<file path="config.mk">
export PLATFORM = sky130hd
export DESIGN_NAME = dcs_debug_ctrl
export DESIGN_NICKNAME = d
export VERILOG_FILES = /design/src/pkg/dcs_pkg.sv /design/src/core/dcs_debug_ctrl.sv /design/src/core/dcs_bkpt_bank.sv /design/src/core/dcs_wake_watch.sv
export SDC_FILE = /design/constraint.sdc
export NUM_CORES = 1
export LEC_CHECK = 0
export ABC_CLOCK_PERIOD_IN_PS = 2100
export BUFFER_PORTS_ARGS = -buffer_cell sky130_fd_sc_hd__buf_2
export CAP_MARGIN = 10
export CORE_UTILIZATION = 51
export CTS_BUF_LIST = sky130_fd_sc_hd__clkbuf_8 sky130_fd_sc_hd__clkbuf_16
export CTS_CLUSTER_SIZE = 30
export DETAILED_ROUTE_END_ITERATION = 16
export PLACE_DENSITY = 0.7
export SLEW_MARGIN = 20
export SYNTH_ARGS = -nofsm -noshare
export SYNTH_HDL_FRONTEND = slang
export SYNTH_HIERARCHICAL = 1
export SYNTH_SLANG_ARGS = --single-unit
</file>
<file path="constraint.sdc">
create_clock -name CLK -period 2.1 [get_ports CLK]
set_input_delay 0.63 -clock CLK [delete_from_list [all_inputs] [get_ports CLK]]
set_output_delay 0.63 -clock CLK [all_outputs]
set_load 0.1 [all_outputs]
</file>
<file path="src/pkg/dcs_pkg.sv">
// Behaviour
// - configuration bit 3 stops all timers and overrides timer suspend
// - configuration bit 2 pauses every dma transfer
// - configuration bit 1 stops timer counting during debug instructions and stepped branches
// - configuration bit 0 selects main flash or the 2KB information page
// - status bit 7 reads zero during chip erase, one when done
// - status bit 6 reads one while the cpu clock is gated
// - status bit 5 shows halted; bit 3 shows last halt cause
// - status bit 4 reads one only in the active power mode
// - status bit 2 mirrors the stored debug lock bit
// - status bit 1 is one only when both oscillators are stable
// - status bit 0 sets when the cpu writes data address 0xff
// - four independent breakpoints, each separately enabled or disabled
// - an enabled breakpoint matching the code address halts the cpu; the first fetch after a resume is not compared
// - first byte: bits 4-3 select, bit 2 enable, bits 1-0 address 17-16
// - second byte gives address 15-8, third gives address 7-0
// - while debugging, low-power modes keep the digital regulator on
// - waking from light sleep continues executing without host help
// - configuration written with 0x19, read back with 0x24 as last written
// - status returned for 0x30, breakpoints set with 0x3f
// - halt is 0x44, resume is 0x4c and only accepted while halted
package dcs_pkg;

  // ---------------------------------------------------------------
  // command codes
  // ---------------------------------------------------------------
  localparam logic [7:0] CMD_WR_CONFIG   = 8'h19;
  localparam logic [7:0] CMD_RD_CONFIG   = 8'h24;
  localparam logic [7:0] CMD_READ_STATUS = 8'h30;
  localparam logic [7:0] CMD_SET_BP      = 8'h3f;
  localparam logic [7:0] CMD_HALT        = 8'h44;
  localparam logic [7:0] CMD_RESUME      = 8'h4c;

  // ---------------------------------------------------------------
  // sizes and constants
  // ---------------------------------------------------------------
  localparam int         BP_NUM         = 4;
  localparam int         BP_ADDR_W      = 18;
  localparam logic [7:0] STACK_TOP_ADDR = 8'hff;
  localparam logic [7:0] CFG_RESET      = 8'h00;

  typedef enum logic [1:0] {
    ACTIVE_POWER_STATE_MODE = 2'h0,
    LIGHT_SLEEP_MODE        = 2'h1,
    DEEP_SLEEP_MODE         = 2'h2,
    DEEPEST_SLEEP_MODE      = 2'h3
  } dcs_pmode_t;

  // ---------------------------------------------------------------
  // field layouts
  // ---------------------------------------------------------------
  typedef struct packed {
    logic [3:0] unused;
    logic       timers_off;
    logic       dma_pause;
    logic       timer_suspend;
    logic       info_region_select;
  } dcs_cfg_t;

  typedef struct packed {
    logic erase_done;
    logic cpu_clock_gated;
    logic halted;
    logic active_mode;
    logic halt_by_bp;
    logic locked;
    logic osc_stable;
    logic stack_overflow;
  } dcs_status_t;

  typedef struct packed {
    logic [2:0] unused;
    logic [1:0] sel;
    logic       en;
    logic [1:0] addr_hi;
  } dcs_bp_ctl_t;

  typedef struct packed {
    logic                 valid;
    logic [1:0]           sel;
    logic                 en;
    logic [BP_ADDR_W-1:0] addr;
  } dcs_bp_wr_t;

endpackage

</file>
<file path="src/core/dcs_debug_ctrl.sv">
`timescale 1ns/1ps
module dcs_debug_ctrl (
  input  wire logic                          CLK,
  input  wire logic                          RST,
  input  wire logic                          CMD_VALID,
  input  wire logic [7:0]                    CMD_BYTE,
  output logic                               RSP_VALID,
  output logic [7:0]                         RSP_BYTE,
  input  wire logic                          FETCH_VALID,
  input  wire logic [dcs_pkg::BP_ADDR_W-1:0] FETCH_ADDR,
  input  wire logic                          DATA_WR_EN,
  input  wire logic [7:0]                    DATA_WR_ADDR,
  input  wire logic                          CPU_CLOCK_GATED,
  input  wire dcs_pkg::dcs_pmode_t           POWER_MODE,
  input  wire logic                          CRYSTAL_STABLE_FLAG,
  input  wire logic                          FAST_RC_STABLE_FLAG,
  input  wire logic                          DEBUG_LOCK_FUSE,
  input  wire logic                          ERASE_BUSY,
  input  wire logic                          DEBUG_ACTIVE,
  input  wire logic                          INJECT_EXEC,
  input  wire logic                          STEP_BRANCH,
  output logic                               CPU_HALT,
  output logic                               TIMERS_STOP,
  output logic                               DMA_PAUSE,
  output logic                               INFO_REGION_SELECT,
  output logic                               REGULATOR_HOLD_ON
);

  // ---------------------------------------------------------------
  // command sequencer state
  // ---------------------------------------------------------------
  typedef enum logic [4:0] {
    S_IDLE     = 5'b00001,
    S_CFG_DATA = 5'b00010,
    S_BP_B1    = 5'b00100,
    S_BP_B2    = 5'b01000,
    S_BP_B3    = 5'b10000
  } dcs_state_t;

  dcs_state_t           state_r;
  dcs_state_t           state_nxt;
  dcs_pkg::dcs_cfg_t    cfg_r;
  dcs_pkg::dcs_bp_ctl_t bp_ctl_r;
  logic [7:0]           bp_mid_r;
  dcs_pkg::dcs_bp_wr_t  bp_wr_r;
  logic                 halted_r;
  logic                 halted_nxt;
  logic                 halt_by_bp_r;
  logic                 halt_by_bp_nxt;
  logic                 stack_ovf_r;
  logic                 skip_r;
  logic                 rsp_valid_r;
  logic [7:0]           rsp_byte_r;
  logic                 timers_stop_r;
  logic                 dma_pause_r;
  logic                 info_sel_r;
  logic                 reg_hold_r;
  logic                 bp_hit;
  logic                 deep_wake;

  function automatic logic is_cmd(input logic valid, input logic [7:0] b, input logic [7:0] code);
    is_cmd = valid && (b == code);
  endfunction

  // ---------------------------------------------------------------
  // command decode
  // ---------------------------------------------------------------
  wire in_idle    = (state_r == S_IDLE);
  wire cmd_wr_cfg = in_idle && is_cmd(CMD_VALID, CMD_BYTE, dcs_pkg::CMD_WR_CONFIG);
  wire cmd_rd_cfg = in_idle && is_cmd(CMD_VALID, CMD_BYTE, dcs_pkg::CMD_RD_CONFIG);
  wire cmd_status = in_idle && is_cmd(CMD_VALID, CMD_BYTE, dcs_pkg::CMD_READ_STATUS);
  wire cmd_set_bp = in_idle && is_cmd(CMD_VALID, CMD_BYTE, dcs_pkg::CMD_SET_BP);
  wire cmd_halt   = in_idle && is_cmd(CMD_VALID, CMD_BYTE, dcs_pkg::CMD_HALT);
  wire cmd_resume = in_idle && is_cmd(CMD_VALID, CMD_BYTE, dcs_pkg::CMD_RESUME);
  wire resume_ok  = cmd_resume && halted_r;
  wire cfg_load   = (state_r == S_CFG_DATA) && CMD_VALID;
  wire bp_commit  = (state_r == S_BP_B3) && CMD_VALID;

  // a breakpoint sitting on the resume address would halt again at once,
  // so the first fetch after a resume is not compared
  wire fetch_en   = FETCH_VALID && !halted_r && !skip_r;

  always_comb begin
    state_nxt = state_r;
    unique case (state_r)
      S_IDLE: begin
        if (cmd_wr_cfg) begin
          state_nxt = S_CFG_DATA;
        end else if (cmd_set_bp) begin
          state_nxt = S_BP_B1;
        end
      end
      S_CFG_DATA: begin
        if (CMD_VALID) begin
          state_nxt = S_IDLE;
        end
      end
      S_BP_B1: begin
        if (CMD_VALID) begin
          state_nxt = S_BP_B2;
        end
      end
      S_BP_B2: begin
        if (CMD_VALID) begin
          state_nxt = S_BP_B3;
        end
      end
      S_BP_B3: begin
        if (CMD_VALID) begin
          state_nxt = S_IDLE;
        end
      end
      default: begin
        state_nxt = S_IDLE;
      end
    endcase
  end

  always_ff @(posedge CLK) begin
    if (RST) begin
      state_r <= S_IDLE;
    end else begin
      state_r <= state_nxt;
    end
  end

  // ---------------------------------------------------------------
  // configuration byte
  // ---------------------------------------------------------------
  // all eight bits are kept so a read returns exactly what was written;
  // only the low four steer anything, the host keeps the rest zero
  always_ff @(posedge CLK) begin
    if (RST) begin
      cfg_r <= dcs_pkg::CFG_RESET;
    end else if (cfg_load) begin
      cfg_r <= CMD_BYTE;
    end
  end

  wire timers_stop_w = cfg_r.timers_off
                     || (cfg_r.timer_suspend && (INJECT_EXEC || STEP_BRANCH));

  always_ff @(posedge CLK) begin
    if (RST) begin
      timers_stop_r <= 1'b0;
      dma_pause_r   <= 1'b0;
      info_sel_r    <= 1'b0;
      reg_hold_r    <= 1'b0;
    end else begin
      timers_stop_r <= timers_stop_w;
      dma_pause_r   <= cfg_r.dma_pause;
      info_sel_r    <= cfg_r.info_region_select;
      reg_hold_r    <= DEBUG_ACTIVE;
    end
  end

  // ---------------------------------------------------------------
  // breakpoint loading
  // ---------------------------------------------------------------
  always_ff @(posedge CLK) begin
    if (RST) begin
      bp_ctl_r <= '0;
      bp_mid_r <= 8'h00;
      bp_wr_r  <= '0;
    end else begin
      if ((state_r == S_BP_B1) && CMD_VALID) begin
        bp_ctl_r <= CMD_BYTE;
      end
      if ((state_r == S_BP_B2) && CMD_VALID) begin
        bp_mid_r <= CMD_BYTE;
      end
      bp_wr_r.valid <= bp_commit;
      if (bp_commit) begin
        bp_wr_r.sel  <= bp_ctl_r.sel;
        bp_wr_r.en   <= bp_ctl_r.en;
        bp_wr_r.addr <= {bp_ctl_r.addr_hi, bp_mid_r, CMD_BYTE};
      end
    end
  end

  dcs_bkpt_bank #(
    .NUM (dcs_pkg::BP_NUM),
    .AW  (dcs_pkg::BP_ADDR_W)
  ) u_bkpt (
    .clk        (CLK),
    .rst        (RST),
    .wr         (bp_wr_r),
    .fetch_en   (fetch_en),
    .fetch_addr (FETCH_ADDR),
    .hit_r      (bp_hit)
  );

  dcs_wake_watch u_wake (
    .clk          (CLK),
    .rst          (RST),
    .pmode        (POWER_MODE),
    .debug_active (DEBUG_ACTIVE),
    .deep_wake_r  (deep_wake)
  );

  // ---------------------------------------------------------------
  // halt control
  // ---------------------------------------------------------------
  // a breakpoint beats a halt command in the same cycle; a halt command
  // given while already halted is not a new halt and keeps the cause
  always_comb begin
    halted_nxt     = halted_r;
    halt_by_bp_nxt = halt_by_bp_r;
    if (bp_hit && !halted_r) begin
      halted_nxt     = 1'b1;
      halt_by_bp_nxt = 1'b1;
    end else if ((cmd_halt || deep_wake) && !halted_r) begin
      halted_nxt     = 1'b1;
      halt_by_bp_nxt = 1'b0;
    end else if (resume_ok) begin
      halted_nxt     = 1'b0;
    end
  end

  always_ff @(posedge CLK) begin
    if (RST) begin
      halted_r     <= 1'b0;
      halt_by_bp_r <= 1'b0;
      skip_r       <= 1'b0;
    end else begin
      halted_r     <= halted_nxt;
      halt_by_bp_r <= halt_by_bp_nxt;
      if (resume_ok) begin
        skip_r <= 1'b1;
      end else if (FETCH_VALID) begin
        skip_r <= 1'b0;
      end
    end
  end

  // ---------------------------------------------------------------
  // status byte
  // ---------------------------------------------------------------
  wire stack_hit = DATA_WR_EN && (DATA_WR_ADDR == dcs_pkg::STACK_TOP_ADDR);

  // no clear exists other than reset, so the flag is simply sticky
  always_ff @(posedge CLK) begin
    if (RST) begin
      stack_ovf_r <= 1'b0;
    end else if (stack_hit) begin
      stack_ovf_r <= 1'b1;
    end
  end

  dcs_pkg::dcs_status_t status_w;
  assign status_w.erase_done      = !ERASE_BUSY;
  assign status_w.cpu_clock_gated = CPU_CLOCK_GATED;
  assign status_w.halted          = halted_r;
  assign status_w.active_mode     = (POWER_MODE == dcs_pkg::ACTIVE_POWER_STATE_MODE);
  assign status_w.halt_by_bp      = halt_by_bp_r;
  assign status_w.locked          = DEBUG_LOCK_FUSE;
  assign status_w.osc_stable      = CRYSTAL_STABLE_FLAG && FAST_RC_STABLE_FLAG;
  assign status_w.stack_overflow  = stack_ovf_r;

  // ---------------------------------------------------------------
  // answers
  // ---------------------------------------------------------------
  always_ff @(posedge CLK) begin
    if (RST) begin
      rsp_valid_r <= 1'b0;
      rsp_byte_r  <= 8'h00;
    end else begin
      rsp_valid_r <= cmd_rd_cfg || cmd_status;
      if (cmd_status) begin
        rsp_byte_r <= status_w;
      end else if (cmd_rd_cfg) begin
        rsp_byte_r <= cfg_r;
      end
    end
  end

  assign RSP_VALID          = rsp_valid_r;
  assign RSP_BYTE           = rsp_byte_r;
  assign CPU_HALT           = halted_r;
  assign TIMERS_STOP        = timers_stop_r;
  assign DMA_PAUSE          = dma_pause_r;
  assign INFO_REGION_SELECT = info_sel_r;
  assign REGULATOR_HOLD_ON  = reg_hold_r;
endmodule

</file>
<file path="src/core/dcs_bkpt_bank.sv">
`timescale 1ns/1ps
module dcs_bkpt_bank #(
  parameter int NUM = dcs_pkg::BP_NUM,
  parameter int AW  = dcs_pkg::BP_ADDR_W
) (
  input  wire logic               clk,
  input  wire logic               rst,
  input  wire dcs_pkg::dcs_bp_wr_t wr,
  input  wire logic               fetch_en,
  input  wire logic [AW-1:0]      fetch_addr,
  output logic                    hit_r
);

  // select field is two bits wide, so more than four entries cannot be reached
  if (NUM < 1 || NUM > 4 || AW != dcs_pkg::BP_ADDR_W) begin : g_bad_param
    $error("dcs_bkpt_bank: unsupported parameters");
  end

  logic [NUM-1:0] match_w;

  // ---------------------------------------------------------------
  // entries
  // ---------------------------------------------------------------
  for (genvar i = 0; i < NUM; i++) begin : g_bp
    logic          en_r;
    logic [AW-1:0] addr_r;
    wire           sel_w = wr.valid && (wr.sel == 2'(i));

    always_ff @(posedge clk) begin
      if (rst) begin
        en_r   <= 1'b0;
        addr_r <= '0;
      end else if (sel_w) begin
        en_r   <= wr.en;
        addr_r <= wr.addr;
      end
    end

    assign match_w[i] = en_r && (addr_r == fetch_addr);
  end

  always_ff @(posedge clk) begin
    if (rst) begin
      hit_r <= 1'b0;
    end else begin
      hit_r <= fetch_en && (|match_w);
    end
  end

endmodule

</file>
<file path="src/core/dcs_wake_watch.sv">
`timescale 1ns/1ps
module dcs_wake_watch (
  input  wire logic               clk,
  input  wire logic               rst,
  input  wire dcs_pkg::dcs_pmode_t pmode,
  input  wire logic               debug_active,
  output logic                    deep_wake_r
);

  dcs_pkg::dcs_pmode_t prev_r;

  // light sleep is left out on purpose: execution carries on by itself
  wire was_deep_w = (prev_r == dcs_pkg::DEEP_SLEEP_MODE) || (prev_r == dcs_pkg::DEEPEST_SLEEP_MODE);
  wire now_act_w  = (pmode == dcs_pkg::ACTIVE_POWER_STATE_MODE);

  always_ff @(posedge clk) begin
    if (rst) begin
      prev_r      <= dcs_pkg::ACTIVE_POWER_STATE_MODE;
      deep_wake_r <= 1'b0;
    end else begin
      prev_r      <= pmode;
      deep_wake_r <= debug_active && was_deep_w && now_act_w;
    end
  end

endmodule

</file>
# Word level (Yosys, flattened, before mapping)
# Cells that the tools add are included.
[totals]
regBits = 145
out_inout_bits = 14
word_cells = 127
[op_classes]
n_eq_ne = 25
muxes = 15
reduce_logical = 52
[op_table]
columns = ["operator", "n"]
rows = [
  ["== test 18 bit", 4],
  ["logical AND 1 bit", 35],
  ["two-way mux 5 bit", 5],
  ["== test 8 x 6 -> 1 bit, second input constant", 3],
  ["case mux 5 bit (4 select lines)", 1],
  ["== test 8 x 7 -> 1 bit, second input constant", 2],
  ["two-way mux 8 bit", 2],
  ["== test 2 bit, second input constant", 4],
  ["== test 8 x 5 -> 1 bit, second input constant", 1],
  ["== test 8 bit, second input constant", 1],
  ["two-way mux 1 bit", 7],
  ["nonzero test 2 bit", 3],
  ["== test 5 x 1 -> 1 bit, second input constant", 1],
  ["== test 5 x 2 -> 1 bit, second input constant", 1],
  ["== test 5 x 3 -> 1 bit, second input constant", 1],
  ["== test 5 x 4 -> 1 bit, second input constant", 1],
  ["== test 5 bit, second input constant", 1],
  ["logical OR 1 bit", 5],
  ["zero test 2 bit", 2],
  ["inequality test 2 bit, second input constant", 2],
  ["AND reduction 4 bit", 1],
  ["OR reduction 4 bit", 1],
  ["zero test 1 bit", 3],
  ["inequality test 3 x 1 -> 1 bit, second input constant", 1],
  ["4 further kinds", 4],
]

# Logic depth before layout (Yosys ltp)
# Gate-level depths: netlist (run 1).
[logic_depth]
word_depth = 7
mapped_depth = 6
depth_no_buf = 5

# By module
# Netlist (run 1), hierarchy kept.
[by_module_without_submodules]
columns = ["module", "n_inst", "cells_each", "area_per_inst_um2"]
rows = [
  ["dcs_bkpt_bank", 1, 451, 3686.0],
  ["dcs_debug_ctrl", 1, 302, 2678.8],
  ["dcs_wake_watch", 1, 5, 62.6],
]

# Least setup slack after synthesis (run 1)
# No wires, ideal clock.
[synth_path]
path_type = "input to register"
start = "input CMD_BYTE[1]"
end = "register rsp_byte_r[1] (netlist: RSP_BYTE[1])"
setup_ns = 0.080
t_arrival_ns = 1.878
t_required_ns = 2.020
path_slack_ns = 0.142
path_stages = 6
path_cell_list = "buf_6 > or4b_1 > buf_2 > or2_0 > buf_6 > a211oi_2"
[synth_between]
elab_chain_len = 4
[synth_lines]
columns = ["element", "line", "text"]
rows = [
  ["start: declaration", "dcs_debug_ctrl.sv:6", "input wire logic [7:0] CMD_BYTE,"],
  ["== test 8 x 6 -> 1 bit", "dcs_debug_ctrl.sv:62", "is_cmd = valid && (b == code);"],
  ["logical AND 1 bit", "dcs_debug_ctrl.sv:62", ""],
  ["logical AND 1 bit (on tied branches)", "dcs_debug_ctrl.sv:71, dcs_debug_ctrl.sv:70", ""],
  ["two-way mux 8 bit or nonzero test 2 bit (tied branches)", "--", ""],
  ["end signal: assignment", "dcs_debug_ctrl.sv:270", "rsp_byte_r <= status_w;"],
  ["end signal: assignment", "dcs_debug_ctrl.sv:272", "rsp_byte_r <= cfg_r;"],
  ["end: declaration", "dcs_debug_ctrl.sv:53", "logic [7:0] rsp_byte_r;"],
]
# Several ways; a longest one is shown, not always the timed one.
# A chain may end at the register's enable or synchronous reset.

# Final worst setup path (run 1)
[layout_path]
start = "register halted_r (netlist: CPU_HALT)"
end = "output CPU_HALT"
[layout_lines]
columns = ["element", "line", "text"]
rows = [
  ["start: declaration", "dcs_debug_ctrl.sv:46", "logic halted_r;"],
  ["start signal: assignment", "dcs_debug_ctrl.sv:226", "halted_r <= halted_nxt;"],
  ["end: declaration", "dcs_debug_ctrl.sv:22", "output logic CPU_HALT,"],
]
# No word-level cell between the ends.

==> results of run 1 <==
-- per-stage QoR --
step,total power (uW),cells
global route,6480,981
finish,6280,981
floorplan,3180,758
CTS,6300,981
global placement,3280,951
detailed placement,3290,951
-- report_power, final --
group          switching [uW]  internal (uW)
Sequential               31.4           2750
Combinational             270            178
Clock                    1080           1960
Total                    1380           4890
-- cell usage in the layout, fill, tap and decap left out, types with 17 or more instances in the layout --
| cell type | synthesis | final |
|---|---|---|
| xnor2_1 | 66 | 66 |
| buf_4 | 4 | 20 |
| dfxtp_1 | 144 | 144 |
| a21oi_1 | 105 | 105 |
| nor2_1 | 32 | 32 |
| nand4_1 | 22 | 22 |
| nand2_1 | 207 | 207 |
| mux2i_1 | 23 | 23 |
| buf_2 | 13 | 61 |
| clkbuf_16 | 0 | 17 |
-- area by class of cell --
class,instances,area (um2),share of cell area [%]
multi-input combinational,550,3160,43.0
timing repair buffer,82,475,6.47
inverter,7,26.3,0.357
clock inverter,9,116,1.58
clock buffer,21,480,6.53
sequential,144,2880,39.2
tap,168,210,2.86
-- kinds of logic after synthesis --
kind of cell | after synthesis | share of synthesized area [%]
AOI/OAI and AO/OA | 135 | 11.8
xor gates and xnor gates | 73 | 10.6
buffers and inverters | 64 | 5.96
DFF | 144 | 44.9
muxes | 23 | 3.58
and+or+nand+nor | 319 | 23.1
-- worst max path at each step --
stage / startpoint / to / slack [ns] / cells after the start
6_report: CPU_HALT / CPU_HALT / 0.09 / 1
5_1_grt: CPU_HALT / CPU_HALT / 0.02 / 1
4_1_cts: CPU_HALT / CPU_HALT / 0.07 / 1
3_5_place_dp: CMD_BYTE[3] / RSP_BYTE[1] / 0.05 / 5
3_3_place_gp: CMD_BYTE[1] / RSP_BYTE[1] / 0.06 / 4
2_1_floorplan: CMD_BYTE[1] / RSP_BYTE[1] / 0.14 / 6
-- synth_stat cells, drive strengths merged (5+ instances only) --
cell type	instances
a21oi	105
a31oi	6
buf	33
clkbuf	24
dfxtp	144
inv	6
mux2i	23
nand2	208
nand3	10
nand4	24
nor2	34
nor2b	9
nor4	5
o31ai	7
xnor2	72
-- metal layers --
layer | GRT usage, % | vias up
li1 | - | 2611
met2 | 45.0 | 177
met5 | 0 | -
met1 | 32.6 | 2511
met3 | 6.51 | 42
met4 | 10.4 | 0
-- flip-flops by register name, summed over array words and instances, names as in the netlist, 4 cells and up --
name,count
RSP_BYTE,8
bp_ctl_r,5
bp_mid_r,8
bp_wr_r,22
cfg_r,8
state_r,5
u_bkpt/g_bp.addr_r,72
u_bkpt/g_bp.en_r,4
==> flow_summary_export.csv, run 1 <==
group,metric,value,unit
synthesis,synthFlopType,"dfxtp_1",
cts,post_cts_resized,0,
detailed_routing,drc,0,
critical_path,worstPathMaxFanout,8,
critical_path,r2r_end,"RSP_BYTE[6]",
critical_path,critPathArrivalTime,1.38,ns
min_path,min_path_cells,2,
sta,skew,0.00578,ns
finish,area.growth.synth_to_final,14.4,%
detailed_routing,ant_nets,0,
detailed_routing,drt-total-wl,16300,um
critical_path,crit_slowest_cell,"buf_2",
pwr,peakVddDrop,0.493,mV
place,place.gp.congestion,0.899,
detailed_routing,first_pass_iters,5,
sta,max-slew-margin-rel,61.1,%
cts,path_clk_slew,0.06,ns
synthesis,netlist_area,0.00643,mm2
synthesis,netlist.area_leader.share,44.9,%
global_routing,grt_pass1_wl,26600,um
detailed_routing,vias_per_cell,5.44,
cts,clk_latency,0.42,ns
min_path,holdPathEnd,"u_wake/deep_wake_r",
critical_path,path_cells,"buf_2",
place,dpl.hpwl,11300,um
flow_run,maxCapViolations,0,
place,numPortBuffers,62,
sta,clock.fmax,498,MHz
die,fp.dieW,114,um
sta,period_share,95.5,%
finish,stdcell_area,0.00735,mm2
critical_path,rrSetupSlack,0.33,ns
synthesis,yosysSeqAreaShare,44.9,%
synthesis,ys_ff_latch,144,
cts,cts.path.max_buffers,2,
synthesis,synth_top_area_cell,"dfxtp_1",
cts,root_buffer,"clkbuf_16",
die,fp.dieH,114,um
detailed_routing,vias,5341,
critical_path,crit_path_max_incr_delay,0.48,ns
die,initial_core_util,52.8,%
cts,ctsHoldBuffers,0,
synthesis,synth_edf_count,0,
synthesis,yosys.cell_types.count,59,
min_path,hold_path.class,"primary input to register",
detailed_routing,drt-met1-wl,6970,um
place,postPlaceCellArea,0.00676,mm2
finish,drive_above_1_share,16.0,%
critical_path,critPathBufInv,1,
global_routing,gr-total-overflow,0,
sta,finalWorstSetupSlack,0.0939,ns
sta,grt_setup_unrepaired,"no",
status,outcome,"completed",
detailed_routing,met3_length,848,um
die,dieArea,0.0131,mm2
critical_path,r2r_cells,4,
die,io_pins,63,
finish,fin_nets,851,
cts,cts_made_buffers,17,
sta,finalHoldViolations,0,
min_path,min_from,"POWER_MODE[0]",
detailed_routing,wl_per_cell,16.6,um
global_routing,grt_util_all_layers,26.6,%
synthesis,syn_area_per_cell,8.48,um2
synthesis,syn_inst,758,
place,dp_slack,0.0458,ns
synthesis,yosys-top-cells-area,"dfxtp_1, nand2_1, xnor2_1",
critical_path,cp-end-kind,"output port",
critical_path,cp-start-kind,"register",
critical_path,cp_data_required_time,1.47,ns
global_routing,antenna_found_initial,0,
synthesis,syn_nets,807,
critical_path,worstSetupPathType,"register to output port",
synthesis,async_flop_share,0,%
die,row_count,40,
detailed_routing,initialDrtViolationCount,370,
sta,worst_pin_slew,0.584,ns
die,design.core.area,0.0122,mm2
finish,final_core_util,60.5,%
finish,fillerInstances,1065,
sta,fin_crit,2.01,ns
synthesis,ys_warn_count,6,
pwr,power_leakage,0.00254,uW
cts,cts_sinks,144,
sta,finalSetupViolCount,0,
pwr,power.density,853,mW/mm2
global_routing,grt_pass1_vias,5347,
critical_path,crit_family,"buffers and inverters",
sta,drv_slew,0,
sta,fin_tns_setup,0,ns
global_routing,grt_max_degree,67,
cts,cts_tree,"yes",
cts,h-tree-depth,4,
sta,worst_hold_slack,0.390,ns
detailed_routing,wl_met2,8120,um
finish,diodes,0,
critical_path,rr_startpoint,"state_r[2]",
detailed_routing,highest_layer,"met4",
cts,post-cts-setup-buffer-count,0,
Note: power is estimated with default switching activity, not from simulation.
==> inputs of run 2 (changes only) <==
--- a/config.mk
+++ b/config.mk
@@ -5,9 +5,9 @@
 export SDC_FILE = /design/constraint.sdc
 export NUM_CORES = 1
 export LEC_CHECK = 0
-export ABC_CLOCK_PERIOD_IN_PS = 2100
 export BUFFER_PORTS_ARGS = -buffer_cell sky130_fd_sc_hd__buf_2
 export CAP_MARGIN = 10
+export CORE_MARGIN = 3
 export CORE_UTILIZATION = 51
 export CTS_BUF_LIST = sky130_fd_sc_hd__clkbuf_8 sky130_fd_sc_hd__clkbuf_16
 export CTS_CLUSTER_SIZE = 30
==> constraint.sdc (replaced) <==
create_clock -name CLK -period 2.1 [get_ports CLK]
set_input_delay 0 -clock CLK [delete_from_list [all_inputs] [get_ports CLK]]
set_output_delay 0 -clock CLK [all_outputs]
set_load 0.1 [all_outputs]
==> run 2 against run 1 <==
  * Non-clock buffer count increased by 18
  * Clock skew rose by 0.0024 ns
  * Design area increased by 3.3%
  * Utilization is 2.0 points higher
  * Die area rose by 7.1%
  * Global-route usage shrank 2.3 points
  * Via count up 1.0%
  * Sequential power about the same
  * Critical endpoint is now CPU_HALT
  * Largest power group unchanged
==> flow_summary_export.csv, run 2 (synthesis gave the netlist of run 1 again) <==
group,metric,value,unit
critical_path,worstSetupPathType,"primary input to register",
sta,grt_setup_unrepaired,"no",
critical_path,critPathBufInv,2,
place,dp_slack,0.425,ns
pwr,power_leakage,0.00261,uW
sta,finalHoldViolations,0,
detailed_routing,vias,5396,
place,dpl.hpwl,10900,um
cts,cts_made_buffers,17,
sta,clock.fmax,556,MHz
detailed_routing,drt-total-wl,16300,um
sta,finalWorstSetupSlack,0.300,ns
status,outcome,"completed",
die,fp.dieW,118,um
finish,largest_register,"u_bkpt/g_bp.addr_r",
finish,area.growth.synth_to_final,18.2,%
sta,drv_slew,0,
sta,worst_pin_slew,0.579,ns
cts,cts_sinks,144,
cts,cts.path.max_buffers,2,
critical_path,crit_path_max_incr_delay,0.58,ns
cts,path_clk_slew,0.06,ns
die,dieArea,0.0140,mm2
die,row_count,40,
die,io_pins,63,
die,design.core.area,0.0122,mm2
pwr,power.density,853,mW/mm2
finish,largest_registers,"u_bkpt/g_bp.addr_r (72), bp_wr_r (22)",
detailed_routing,initialDrtViolationCount,389,
flow_run,maxCapViolations,0,
global_routing,gr-total-overflow,0,
cts,cts_tree,"yes",
global_routing,grt_max_degree,103,
finish,final_cell_mix,"nand2_1, dfxtp_1, a21oi_1",
global_routing,antenna_found_initial,0,
cts,h-tree-depth,4,
sta,fin_tns_setup,0,ns
min_path,hold_path.class,"primary input to register",
place,dp.cells,942,
detailed_routing,drc,0,
sta,skew,0.00821,ns
detailed_routing,wl_per_cell,16.3,um
finish,fin_nets,869,
cts,clk_latency,0.42,ns
critical_path,crit_family,"simple AND/OR/NAND/NOR gates",
place,place.gp.congestion,0.855,
global_routing,grt_pass1_wl,27300,um
global_routing,grt_util_all_layers,24.3,%
sta,worst_hold_slack,0.0435,ns
sta,fin_crit,1.80,ns
finish,drive_above_1_share,15.0,%
critical_path,critPathArrivalTime,2.14,ns
die,fp.dieH,118,um
critical_path,cp-start-kind,"primary input",
sta,max-slew-margin-rel,61.2,%
finish,largest_register_ffs,72,
critical_path,cp-end-kind,"register",
sta,finalSetupViolCount,0,
place,numPortBuffers,62,
die,initial_core_util,52.8,%
finish,final_common_cell,"nand2_1",
critical_path,crit_slowest_cell,"nor4b_4",
global_routing,grt_pass1_vias,5499,
critical_path,cp_data_required_time,2.44,ns
critical_path,worstPathMaxFanout,10,
finish,fin_cells,1000,
cts,root_buffer,"clkbuf_16",
pwr,peakVddDrop,0.684,mV
sta,period_share,85.7,%
detailed_routing,vias_per_cell,5.40,
detailed_routing,first_pass_iters,5,
critical_path,path_cells,"dlygate4sd3_1 -> buf_2 -> nor4b_4 -> nand4_1 -> o22a_1 -> a21oi_1",
finish,diodes,0,
detailed_routing,ant_nets,0,
-- run 2: per-layer routing --
| layer | routed length (um) | vias to the layer above | global-route usage [%] |
|---|---|---|---|
| met5 | 0 | - | 0 |
| met4 | 446 | 0 | 9.30 |
| met3 | 893 | 29 | 5.60 |
| met2 | 8100 | 174 | 42.6 |
| met1 | 6890 | 2540 | 28.9 |
| li1 | - | 2653 | - |
-- run 2: where the power goes --
group / internal, uW / leakage, uW / total, uW / switching (uW)
clock: 2100 / 0.000307 / 3220 / 1120
combinational: 199 / 0.00115 / 474 / 274
sequential: 2750 / 0.00116 / 2780 / 31.1
-- run 2: worst register-to-register path, cell delays in order (launching register included) --
cell and delay [ns]:
dfxtp_1 0.31, a41oi_1 0.15, dlygate4sd3_1 0.57, nor2_1 0.04, dlygate4sd3_1 0.57
-- run 2: path summary, 6_finish.rpt --
path	startpoint	to	slack, ns	cells after the start
worst max register to register	stack_ovf_r	stack_ovf_r	0.35	4
worst min-delay path	FETCH_ADDR[16]	u_bkpt/hit_r	0.04	4
worst min register to register	bp_mid_r[7]	bp_wr_r[15]	0.46	2
worst max-delay path	CMD_BYTE[1]	CPU_HALT	0.30	6
-- run 2: cell type report --
class                           instances  area [um2]
Timing Repair Buffer                  100         678
Clock buffer                           21         480
Sequential cell                       144        2880
Clock inverter                         10         158
Multi-Input combinational cell        550        3160
Inverter                                7        26.3
Tap cell                              168         210
Fill cell                            1046        4560
-- run 2: metrics by stage --
step / power [uW] / util [%] / instance area [um2]
after floorplan: 3180 / - / 6430
after global placement: 3260 / 55.0 / 6690
after detailed placement: 3280 / 55.0 / 6690
after CTS: 6510 / 62.5 / 7600
after global routing: 6670 / 62.5 / 7600
final: 6480 / 62.5 / 7600
-- run 2: what timing repair did --
action,in CTS,in global routing
hold buffers,27,0
resized for setup,0,0
buffers inserted,0,0
endpoints found under the hold margin,38,0
==> inputs of run 3 (changes only) <==
--- a/config.mk
+++ b/config.mk
@@ -13,6 +13,7 @@
 export CTS_CLUSTER_SIZE = 30
 export DETAILED_ROUTE_END_ITERATION = 16
 export PLACE_DENSITY = 0.7
+export RECOVER_POWER = 50
 export SLEW_MARGIN = 20
 export SYNTH_ARGS = -nofsm -noshare
 export SYNTH_HDL_FRONTEND = slang
==> run 3 against run 2 <==
  * Combinational power shrank 0.8%
  * Largest cell class unchanged
  * Utilization shrank 0.28 points
  * Global-route usage is the same
==> flow_summary_export.csv, run 3 (synthesis gave the netlist of run 1 again) <==
group,metric,value,unit
critical_path,crit_path_max_incr_delay,0.57,ns
critical_path,critPathArrivalTime,2.14,ns
sta,finalWorstSetupSlack,0.284,ns
global_routing,gr-total-overflow,0,
detailed_routing,drt-total-wl,16400,um
die,dieArea,0.0140,mm2
sta,grt_setup_unrepaired,"no",
critical_path,crit_slowest_cell,"nor4b_4",
detailed_routing,wl_per_cell,16.4,um
finish,fin_nets,869,
sta,max-slew-margin-rel,21.6,%
cts,cts.path.max_buffers,2,
die,row_count,40,
cts,clk_latency,0.42,ns
finish,largest_register,"u_bkpt/g_bp.addr_r",
global_routing,grt_util_all_layers,24.3,%
finish,final_common_cell,"nand2_1",
sta,period_share,86.5,%
flow_run,maxCapViolations,0,
detailed_routing,drc,0,
status,outcome,"completed",
global_routing,grt_max_degree,103,
finish,largest_registers,"u_bkpt/g_bp.addr_r (72), bp_wr_r (22)",
die,io_pins,63,
sta,fin_tns_setup,0,ns
place,dpl.hpwl,10900,um
critical_path,worstPathMaxFanout,10,
finish,drive_above_1_share,13.3,%
sta,skew,0.00554,ns
critical_path,cp-start-kind,"primary input",
place,dp_slack,0.425,ns
place,place.gp.congestion,0.855,
place,dp.cells,942,
critical_path,cp-end-kind,"register",
min_path,hold_path.class,"primary input to register",
critical_path,crit_path_end,"CPU_HALT",
pwr,power.density,856,mW/mm2
sta,worst_pin_slew,1.18,ns
cts,cts_tree,"yes",
die,initial_core_util,52.8,%
finish,final_core_util,62.2,%
detailed_routing,initialDrtViolationCount,393,
critical_path,r2r_end,"stack_ovf_r",
critical_path,critPathLaunch,"CMD_BYTE[1]",
sta,finalHoldViolations,0,
cts,cts_made_buffers,17,
sta,clock.fmax,551,MHz
critical_path,worstSetupPathType,"primary input to register",
critical_path,path_cells,"dlygate4sd3_1 -> buf_2 -> nor4b_4 -> nand4_1 -> o22a_1 -> a21oi_1",
global_routing,antenna_found_initial,0,
cts,h-tree-depth,4,
die,design.core.area,0.0122,mm2
die,fp.dieH,118,um
critical_path,r2r_cells,4,
die,fp.dieW,118,um
detailed_routing,first_pass_iters,5,
finish,diodes,0,
cts,cts_sinks,144,
detailed_routing,vias_per_cell,5.42,
global_routing,grt_pass1_vias,5499,
cts,path_clk_slew,0.06,ns
finish,largest_register_ffs,72,
critical_path,cp.depth,6,
pwr,peakVddDrop,0.683,mV
critical_path,critPathBufInv,2,
detailed_routing,ant_nets,0,
finish,final_cell_mix,"nand2_1, dfxtp_1, a21oi_1",
critical_path,crit_family,"simple AND/OR/NAND/NOR gates",
critical_path,rr_startpoint,"stack_ovf_r",
critical_path,cp_data_required_time,2.42,ns
critical_path,rrSetupSlack,0.33,ns
sta,drv_slew,0,
finish,fin_cells,1000,
place,numPortBuffers,62,
detailed_routing,vias,5421,
cts,root_buffer,"clkbuf_16",
sta,finalSetupViolCount,0,
global_routing,grt_pass1_wl,27300,um
pwr,power_leakage,0.00255,uW
finish,area.growth.synth_to_final,17.7,%
sta,fin_crit,1.82,ns
[run 3: changes by cell type in the layout (fill, tap and decap cells not counted)]
| cell | previous run | this run |
|---|---|---|
| buf_12 | 1 | 0 |
| buf_4 | 11 | 10 |
| clkbuf_2 | 0 | 2 |
| clkbuf_1 | 0 | 13 |
| nor4_1 | 4 | 5 |
| buf_6 | 0 | 1 |
| nor4_2 | 1 | 0 |
| buf_2 | 61 | 47 |
[run 3: cell type report]
class                   instances  area (um2)
well taps                     168         210
clock inverters                10         158
fillers                      1054        4600
flip-flops and latches        144        2880
repair buffers                100         651
multi-input cells             550        3160
clock buffers                  21         480
inverters                       7        26.3
[run 3: repair_timing]
action / CTS / global route
hold buffers: 27 / 0
setup buffers: 0 / 0
gates resized for setup: 0 / 0
endpoints found under the hold margin: 38 / 0
[run 3: how the worst min path moves through the flow]
stage	from	end	cells after the start
4_1_cts	FETCH_ADDR[16]	u_bkpt/hit_r	4
5_1_grt	FETCH_ADDR[16]	u_bkpt/hit_r	4
3_5_place_dp	POWER_MODE[0]	u_wake/deep_wake_r	2
3_3_place_gp	POWER_MODE[0]	u_wake/deep_wake_r	2
6_report	FETCH_ADDR[16]	u_bkpt/hit_r	4
2_1_floorplan	POWER_MODE[1]	u_wake/deep_wake_r	1
[run 3: report_power, final]
part	internal (uW)	switching (uW)
Clock	2100	1120
Combinational	196	274
Sequential	2750	31.0
[run 3: per-layer routing]
layer | vias up | part of all wire [%] | wire length, um | global-route usage, %
met4 | 0 | 2.6 | 427 | 9.30
li1 | 2647 | - | - | -
met1 | 2560 | 42 | 6950 | 28.9
met5 | - | 0 | 0 | 0
met2 | 180 | 50 | 8150 | 42.6
met3 | 34 | 5.1 | 834 | 5.60
[run 3: worst reg2reg max path: stages (launching register included)]
cell,delay (ns)
dfxtp_1,0.31
a41oi_1,0.15
dlygate4sd3_1,0.57
nor2_1,0.04
dlygate4sd3_1,0.58
[run 3: through the flow]
stage                     hold slack (ns)  total power, uW  instance area [um2]
final                              0.0405             6470                 7560
after global routing               0.0814             6670                 7560
after CTS                          0.0242             6510                 7600
after detailed placement            0.194             3280                 6690
after global placement              0.190             3260                 6690
after floorplan                    0.0703             3180                 6430
